### src/design/can_wake_defines.vh
// Constants for the wake pattern monitor and mode logic
`ifndef CAN_WAKE_DEFINES_VH
`define CAN_WAKE_DEFINES_VH
`define CLK_FREQ_HZ 50000000
// Wake filter: 1 bit at 500 kbps = 2000 ns must pass, so filter sits below it
`define WAKE_FILTER_TIME_NS 1000
// Cycle counts at the 50 MHz clock, sized to the counters that load them
`define WAKE_FILTER_CYCLES 16'h0032
`define WAKE_TIMEOUT_TIME_US 1000
`define WAKE_TIMEOUT_CYCLES 24'h00c350
`define FILT_CNT_W 16
`define TOUT_CNT_W 24
// Synchroniser idle value, matching the pull-ups on floating pins
`define SYNC_IDLE 2'h3
`define ST_IDLE 4'h1
`define ST_DOM1 4'h2
`define ST_REC 4'h4
`define ST_WOKE 4'h8
`endif

### src/design/can_wake_pattern_monitor.v
// Transceiver digital core: mode control, driver/receiver paths, wake pattern monitor
`include "can_wake_defines.vh"

// Operation
// RULE1 - Normal: transmit low drives bus dominant
// RULE2 - Normal: receive output mirrors bus state
// RULE3 - Standby: driver off, transmit ignored, weak pulldown
// RULE4 - Standby: low-power receiver and monitor stay active
// RULE5 - Controller watches falling receive, lowers standby
// RULE6 - Wake shown as falling edge, filtered low
// RULE7 - Pattern: dominant, recessive, dominant, all filtered
// RULE8 - Short unfiltered activity never resets monitor
// RULE9 - Second dominant wakes; later dominants drive low
// RULE10 - Filtered means longer than filter time
// RULE11 - Phases below minimum filter never count
// RULE12 - Phases above maximum filter always count
// RULE13 - Filter passes one 500k bit
// RULE14 - Any frame at 500k contains pattern
// RULE15 - Pattern must finish within timeout, else reset
// RULE16 - Remote resends full pattern after timeout
// RULE17 - Standby select high standby, low normal
// RULE18 - Standby: receive high until pattern seen
// RULE19 - Floating inputs default standby and recessive
// RULE20 - Leaving standby clears detector and timers
// RULE21 - Timers count synchronised bus samples
module can_wake_pattern_monitor #(
    parameter [`TOUT_CNT_W-1:0] WAKE_TIMEOUT_CYCLES = `WAKE_TIMEOUT_CYCLES
) (
    // Clock and reset
    input wire clk_in,
    input wire nrst_in,
    // Controller side pins
    input wire tx_data_in,
    input wire standby_select_in,
    output reg rx_data_out,
    // Bus side: receiver level (low = dominant) and driver controls
    input wire bus_rx_in,
    output reg bus_drive_dominant_out,
    output reg bus_bias_recessive_out,
    output reg bus_weak_ground_out,
    output reg standby_mode_out
);
    // State codes, one-hot
    localparam [3:0] IDLE_ST = `ST_IDLE;
    localparam [3:0] DOM1_ST = `ST_DOM1;
    localparam [3:0] REC_ST = `ST_REC;
    localparam [3:0] WOKE_ST = `ST_WOKE;
    localparam [`TOUT_CNT_W-1:0] TOUT_ONE = {{(`TOUT_CNT_W-1){1'b0}}, 1'b1};

    wire [2:0] pin_raw;
    wire [2:0] pin_sync;
    wire tx_level;
    wire bus_level;
    reg [3:0] state_reg;
    reg [3:0] state_next;
    reg [`TOUT_CNT_W-1:0] tout_reg;
    reg [`TOUT_CNT_W-1:0] tout_next;
    reg rx_next;
    reg drive_next;
    reg bias_next;
    reg ground_next;
    wire dom_pulse;
    wire rec_pulse;
    wire dom_level;
    wire standby;
    wire timed_out;
    wire wake_hit;
    genvar sync_idx;

    // Pins cross two flops; reset values model the pull-ups on floating pins
    assign pin_raw = {bus_rx_in, standby_select_in, tx_data_in};

    generate
        for (sync_idx = 0; sync_idx < 3; sync_idx = sync_idx + 1)
        begin : g_pin_sync
            reg [1:0] stage_reg;
            always @(posedge clk_in)
            begin
                if (!nrst_in)
                    stage_reg <= `SYNC_IDLE; // RULE19
                else
                    stage_reg <= {stage_reg[0], pin_raw[sync_idx]};
            end
            // Only the second stage is read, the first may be metastable
            assign pin_sync[sync_idx] = stage_reg[1];
        end
    endgenerate

    assign tx_level = pin_sync[0];
    assign standby = pin_sync[1]; // RULE17
    assign bus_level = pin_sync[2]; // RULE21

    // Filter runs only in standby so every standby entry starts fresh
    bus_phase_filter #(
        .FILTER_CYCLES(`WAKE_FILTER_CYCLES) // RULE13
    ) u_filter (
        .clk_in(clk_in),
        .nrst_in(nrst_in),
        .clear_in(~standby), // RULE20
        .bus_level_in(bus_level), // RULE4
        .dom_pulse_out(dom_pulse),
        .rec_pulse_out(rec_pulse),
        .dom_level_out(dom_level)
    );

    // Timeout is checked before any phase event, so a late phase never wakes
    assign timed_out = (tout_reg >= WAKE_TIMEOUT_CYCLES);
    assign wake_hit = (state_reg == REC_ST) && dom_pulse && !timed_out; // RULE9

    always @*
    begin
        state_next = state_reg;
        tout_next = tout_reg;
        case (state_reg)
            IDLE_ST:
            begin
                tout_next = {`TOUT_CNT_W{1'b0}};
                if (dom_pulse)
                    state_next = DOM1_ST; // RULE7
            end
            DOM1_ST:
            begin
                tout_next = tout_reg + TOUT_ONE;
                if (timed_out)
                    state_next = IDLE_ST; // RULE15
                else if (rec_pulse)
                    state_next = REC_ST; // RULE8
            end
            REC_ST:
            begin
                tout_next = tout_reg + TOUT_ONE;
                if (timed_out)
                    state_next = IDLE_ST; // RULE15
                else if (wake_hit)
                    state_next = WOKE_ST; // RULE9
            end
            WOKE_ST:
            begin
                tout_next = {`TOUT_CNT_W{1'b0}};
            end
            default:
            begin
                state_next = IDLE_ST;
                tout_next = {`TOUT_CNT_W{1'b0}};
            end
        endcase
    end

    always @(posedge clk_in)
    begin
        if (!nrst_in || !standby)
        begin
            state_reg <= IDLE_ST; // RULE20
            tout_reg <= {`TOUT_CNT_W{1'b0}};
        end
        else
        begin
            state_reg <= state_next;
            tout_reg <= tout_next;
        end
    end

    // Receive pin: mirror in normal mode, wake indication in standby
    always @*
    begin
        if (!standby)
            rx_next = bus_level; // RULE2
        else if (state_reg == WOKE_ST)
            rx_next = ~dom_level; // RULE9
        else if (wake_hit)
            rx_next = 1'b0; // RULE6
        else
            rx_next = 1'b1; // RULE18
    end

    // Driver: follows transmit in normal mode, off with weak ground bias in standby
    always @*
    begin
        if (standby)
        begin
            drive_next = 1'b0; // RULE3
            bias_next = 1'b0;
            ground_next = 1'b1;
        end
        else
        begin
            drive_next = ~tx_level; // RULE1
            bias_next = tx_level;
            ground_next = 1'b0;
        end
    end

    // Wake low starts on the cycle after the second dominant qualifies
    always @(posedge clk_in)
    begin
        if (!nrst_in)
            rx_data_out <= 1'b1;
        else
            rx_data_out <= rx_next;
    end

    always @(posedge clk_in)
    begin
        if (!nrst_in)
            standby_mode_out <= 1'b1;
        else
            standby_mode_out <= standby;
    end

    // Driver outputs change on the same edge as the mode output
    always @(posedge clk_in)
    begin
        if (!nrst_in)
        begin
            bus_drive_dominant_out <= 1'b0;
            bus_bias_recessive_out <= 1'b0;
            bus_weak_ground_out <= 1'b1;
        end
        else
        begin
            bus_drive_dominant_out <= drive_next;
            bus_bias_recessive_out <= bias_next;
            bus_weak_ground_out <= ground_next;
        end
    end
endmodule // can_wake_pattern_monitor

### src/design/bus_phase_filter.v
// Phase filter: pulses when the bus has held one state longer than the filter time
`include "can_wake_defines.vh"

module bus_phase_filter #(
    parameter [`FILT_CNT_W-1:0] FILTER_CYCLES = `WAKE_FILTER_CYCLES
) (
    // Clock and reset
    input wire clk_in,
    input wire nrst_in,
    input wire clear_in,
    // Synchronised bus level, low means dominant
    input wire bus_level_in,
    // Filtered phase events
    output reg dom_pulse_out,
    output reg rec_pulse_out,
    output reg dom_level_out
);
    reg [`FILT_CNT_W-1:0] cnt_reg;
    reg last_reg;
    reg fired_reg;

    always @(posedge clk_in)
    begin
        if (!nrst_in || clear_in)
        begin
            cnt_reg <= {`FILT_CNT_W{1'b0}};
            last_reg <= 1'b1;
            fired_reg <= 1'b0;
            dom_pulse_out <= 1'b0;
            rec_pulse_out <= 1'b0;
            dom_level_out <= 1'b0;
        end
        else
        begin
            dom_pulse_out <= 1'b0;
            rec_pulse_out <= 1'b0;
            if (bus_level_in != last_reg)
            begin
                // Each edge restarts the measurement of the new phase
                last_reg <= bus_level_in; // RULE10
                cnt_reg <= {`FILT_CNT_W{1'b0}};
                fired_reg <= 1'b0;
                dom_level_out <= 1'b0;
            end
            else if (!fired_reg)
            begin
                if (cnt_reg > FILTER_CYCLES)
                begin
                    // Strictly longer than the filter time counts
                    fired_reg <= 1'b1; // RULE11
                    dom_pulse_out <= ~bus_level_in; // RULE12
                    rec_pulse_out <= bus_level_in;
                    dom_level_out <= ~bus_level_in; // RULE14
                end
                else
                begin
                    cnt_reg <= cnt_reg + {{(`FILT_CNT_W-1){1'b0}}, 1'b1};
                end
            end
        end
    end
endmodule // bus_phase_filter

### config.mk
export PLATFORM = sky130hd
export DESIGN_NAME = can_wake_pattern_monitor
export DESIGN_NICKNAME = d
export VERILOG_FILES = /design/src/design/can_wake_pattern_monitor.v /design/src/design/bus_phase_filter.v
export VERILOG_INCLUDE_DIRS = /design/src /design/src/design
export SDC_FILE = /design/constraint.sdc
export NUM_CORES = 1
export LEC_CHECK = 0
export ABC_AREA = 1
export ABC_CLOCK_PERIOD_IN_PS = 1450
export BUFFER_PORTS_ARGS = -buffer_cell sky130_fd_sc_hd__buf_2
export CORE_MARGIN = 5
export CORE_UTILIZATION = 37
export DETAILED_ROUTE_END_ITERATION = 7
export PLACE_DENSITY_LB_ADDON = 0.05
export SLEW_MARGIN = 20
export SYNTH_ARGS = -nofsm -noshare
export SYNTH_HDL_FRONTEND = slang
export SYNTH_SLANG_ARGS = --single-unit
export TNS_END_PERCENT = 20
### constraint.sdc
create_clock -name clk_in -period 1.45 [get_ports clk_in]
set_input_delay 0.435 -clock clk_in [delete_from_list [all_inputs] [get_ports clk_in]]
set_output_delay 0.435 -clock clk_in [all_outputs]
set_load 0.005 [all_outputs]
# --- Word level (Yosys, flattened, before mapping) ---
# Cells that the tools add are included.
word_totals:
  reg_bits: 60
  word_cells: 64
  out_inout_bits: 5
op_classes:
  order_cmp: 2
  n_reduce_logical: 15
  eq_ne: 8
  mux: 12
  bitwise: 9
  addsub: 2
ops:
  columns: ["operator", "count"]
  rows:
  - ["$add A24 B1 Y24 const B", 1]
  - ["$ge A24 B16 Y1 const B", 1]
  - ["$mux W4", 5]
  - ["$add A16 B1 Y16 const B", 1]
  - ["$gt A16 B6 Y1 const B", 1]
  - ["$pmux W4 S4", 1]
  - ["$not A1 Y1", 9]
  - ["$reduce_or A2 Y1", 4]
  - ["$mux W1", 6]
  - ["$eq A4 B1 Y1 const B", 1]
  - ["$eq A4 B2 Y1 const B", 1]
  - ["$eq A4 B3 Y1 const B", 1]
  - ["$eq A4 B4 Y1 const B", 1]
  - ["$reduce_and A2 Y1", 2]
  - ["$reduce_and A4 Y1", 1]
  - ["$reduce_or A4 Y1", 1]
  - ["$logic_not A1 Y1", 3]
  - ["$ne A3 B2 Y1 const B", 1]
  - ["$ne A3 B3 Y1 const B", 1]
  - ["$logic_and A1 B1 Y1", 2]
  - ["$logic_or A1 B1 Y1", 2]
  - ["$ne A2 B1 Y1 const B", 1]
  - ["$ne A1 B1 Y1", 1]

# --- Depth between registers and ports, before layout ---
depth:
  word_depth: 6
  ltp_mapped: 10

# --- Hierarchy ---
# From an unflattened synthesis, not the netlist that was laid out.
unflattened:
  hier_cells: 368
  area_unflattened_um2: 2765.2
by_module_without_submodules:
  columns: ["module", "cells_per_inst", "n_inst", "seq_area_each_um2", "area_each_um2"]
  rows:
  - ["can_wake_pattern_monitor", 255, 1, 760.7, 1801.7]
  - ["bus_phase_filter", 113, 1, 420.4, 963.4]

# --- Worst setup path after synthesis ---
# Ideal clock, no wire load.
synth_path:
  path_kind: "register to register"
  startpoint: "register tout_reg[0]"
  endpoint: "register tout_reg[18]"
  period_less_slack_ns: 1.484
  arrival_ns: 1.369
  stages_incl_launch_ff: 11
  setup_ns: 0.115
  setup_slack_ns: -0.034
  path_cell_list: "dfxtp_1 > ha_1 > nand2_1 > inv_2 > nand3_4 > nor2_4 > nand3_4 > nor3_4 > nand3_1 > nand2_1 > nor2_1"
synth_via:
  elab_chain_len: 1
synth_lines:
  columns: ["element", "line", "rtl"]
  rows:
  - ["from (decl)", "can_wake_pattern_monitor.v:56", "reg [`TOUT_CNT_W-1:0] tout_reg;"]
  - ["from (signal assigned)", "can_wake_pattern_monitor.v:154", "tout_reg <= {`TOUT_CNT_W{1'b0}};"]
  - ["from (signal assigned)", "can_wake_pattern_monitor.v:159", "tout_reg <= tout_next;"]
  - ["$add A24 B1 Y24", "can_wake_pattern_monitor.v:123, can_wake_pattern_monitor.v:131", null]
# No other way between the ends.
# A chain may end at the register's enable or synchronous reset.

# --- Final worst setup path ---
# Same ends and word-level chain as after synthesis.

==> flow_summary.ini <==
[die]
start_util_pct = 38.27
placementRows = 30
dieArea_mm2 = 0.008891
ios = 10
die_x_um = 94.29
die_height_um = 94.29
coreArea_mm2 = 0.006869

[setup_path]
r2r_cells = 10
r2r_setup_slack_ns = -0.08
crit_path_frequent_cell = nand3_4
slowest_stage = dfxtp_4
crit_fanout = 5
reg2reg_from = tout_reg[0]
path_delay_family = simple AND/OR/NAND/NOR gates
crit_chain = ha_4 -> nand2_2 -> inv_2 -> nand3_4 -> nor2_4 -> nand3_4 -> nor3_4 -> nand3_1 -> nand2_1 -> nor2_1
arrival_ns = 1.76
crit_buf_inv = 1
path_class = reg2reg
cp.required_ns = 1.68
critPathLaunchType = flip-flop
critPathMaxStageDelay_ns = 0.37
worstReg2RegEnd = tout_reg[18]
endpoint_kind = flip-flop

[worst_hold_path]
hold_start = standby_select_in
whs_path_depth = 3
hold_class = in2reg
whs_endpoint = g_pin_sync[1].stage_reg[0]

[global_route]
use_met2_pct = 19.44
busiest_layer = met2
grtUsageMet1_pct = 18.07
overflow = 0
grt_usage_pct = 13.25
grt_pass1_wl_mm = 9.225
grt_start_max_net_pins = 13
antenna_found_initial = 0
use_met3_pct = 4.808
grt_pass1_vias = 2083

[sta]
fin_crit_ns = 1.531
slew_headroom_pct = 81.28
fmax_mhz = 653.2
fin_skew_ns = 0.007282
tns_ns = -0.2279
layout_setup_ws_ns = -0.08094
rsz0062_at_grt = yes
slew_viol_final = 0
min_period_over_period_pct = 105.6
worstMarginPinSlew_ns = 0.2786
setup_viol = 3
hold_violations = 0

[detailed_routing]
drt_first_pass_iters = 4
vias = 2249
totalWireLength_mm = 5.310
vias_per_cell = 4.342
antenna_left = 0
drc_errors = 0
wire_per_inst_um = 10.25
drt_iter0_drc = 56

[power_and_ir_drop]
vdd_drop_max_mv = 0.6443
powerDensity_mw_per_mm2 = 970.4
total_power_w = 0.003325
clkPwrFrac_pct = 47.8
p_int_w = 0.002640
p_sw_w = 0.0006846
seqPwrFrac_pct = 49.5
swShare_pct = 20.59
leakagePower_nw = 1.418
combPwrFrac_pct = 2.8

[run_status]
outcome = complete, but fails checks
violations = negative setup slack

[cells_and_area]
area_growth_pct = 30.32
largest_reg_flops = 24
final_common_cell = nand2_1
instances_no_fill = 518
utilization_pct = 49.87
antennaDiodeCount = 0
drive_gt1_share_pct = 27.49
stdcell_area_mm2 = 0.003426
finalNetCount = 426
final_cell_mix = nand2_1 (58), inv_1 (57), dfxtp_1 (51)

[synth]
ys_warn_count = 0
synth_cell_types = 34
synth_area_per_cell_um2 = 7.343
async_flop_share_pct = 0
synthCells = 358
synth_seq_cells = 59
synth_edf_count = 0
syn_nets = 367
syn_area_mm2 = 0.002629
synth_seq_area_share_pct = 44.93
synth_flop_cell = dfxtp_1

[clock_network]
cts_sinks = 59
clock-root-buffer = clkbuf_8
clock_latency_ns = 0.33
cts_buffer_depth = 2
cts_tree = built
cts_inserted_buffers = 9
clkTransAtPathRegs_ns = 0.07
ctsHtreeMaxLevel = 3

[place]
routabilityCongestion = 0.8208
dp_hpwl_mm = 4.052
dpl.cell_count = 497
dpl_cell_area_mm2 = 0.003069
io_buffers = 9

[flow_run]
cap_violations = 0
[per-layer routing]
metal	wire length, µm	vias to the layer above
met3	189	2
met5	0	-
li1	-	1254
met2	2352	18
met1	2754	975
met4	14	0
[worst min-delay path, cell delays in order]
cell,delay (ns)
buf_2,0.07
inv_1,0.03
nand2_1,0.04
[logic make-up after synthesis]
kind of cell,Yosys count,synth area share [%]
and+or+nand+nor,180,32.98
buffers and inverters,72,10.80
DFF,59,44.93
AOI/OAI and AO/OA,37,7.377
xor gates and xnor gates,6,1.999
adders and majority gates,4,1.904
[layout make-up]
| type | count | area, µm² |
|---|---|---|
| inverters | 67 | 257.7 |
| repair buffers | 53 | 395.4 |
| flip-flops and latches | 59 | 1196 |
| clock inverters | 5 | 77.57 |
| multi-input cells | 227 | 1247 |
| clock buffers | 11 | 131.4 |
| well taps | 96 | 120.1 |
| fillers | 716 | 3443 |
[power groups by stage]
stage	Clock, W	Sequential [W]	Combinational, W
2_1_floorplan	0	0.00169	0.0000478
3_3_place_gp	0	0.00168	0.0000900
3_5_place_dp	0	0.00168	0.0000907
4_1_cts	0.00165	0.00165	0.0000913
5_1_grt	0.00173	0.00164	0.000108
6_report	0.00159	0.00164	0.0000918
[how the worst max path moves through the flow]
stage / start / end / slack, ns / cells past startpoint
final: tout_reg[0] / tout_reg[18] / -0.08 / 10
after global routing: tout_reg[0] / tout_reg[16] / -0.18 / 9
after CTS: tout_reg[0] / tout_reg[16] / -0.06 / 9
after detailed placement: tout_reg[0] / tout_reg[16] / -0.05 / 9
after global placement: tout_reg[0] / tout_reg[18] / 0.009 / 10
after floorplan: tout_reg[1] / tout_reg[18] / 0.01 / 10
[per-stage QoR]
step                      setup slack [ns]  hold slack [ns]
after detailed placement          -0.04568           0.3916
after CTS                         -0.06113           0.2491
final                             -0.08094           0.2726
after global placement            0.009346           0.3825
after global routing               -0.1806           0.2650
after floorplan                    0.01261           0.3795
[Yosys cell counts, types with 2 or more instances]
cell type   n  share of area [%]
nand2_2     2               0.48
o21ai_0    11                2.1
nand2_1    62                8.9
nand3_4     2                1.3
nor2_4      2               0.86
nand4_1    13                3.1
clkbuf_1    2               0.29
nor3_1     10                1.9
nor2_2      3               0.71
nand3_1    27                5.1
o21a_1      2               0.57
ha_1        4                1.9
xor2_1      5                1.7
dfxtp_1    59                 45
nor3_4      2                1.2
a21oi_1    21                4.0
inv_1      63                9.0
inv_2       3               0.43
nor2_1     50                7.1
[what timing repair did]
action,in CTS,in global routing
hold endpoints to repair,0,0
pin swaps,0,20
hold buffers,0,0
resized for setup,1,44
buffers inserted,0,5
endpoints found under the setup margin,4,34
Power figures use the tool's default switching activity.
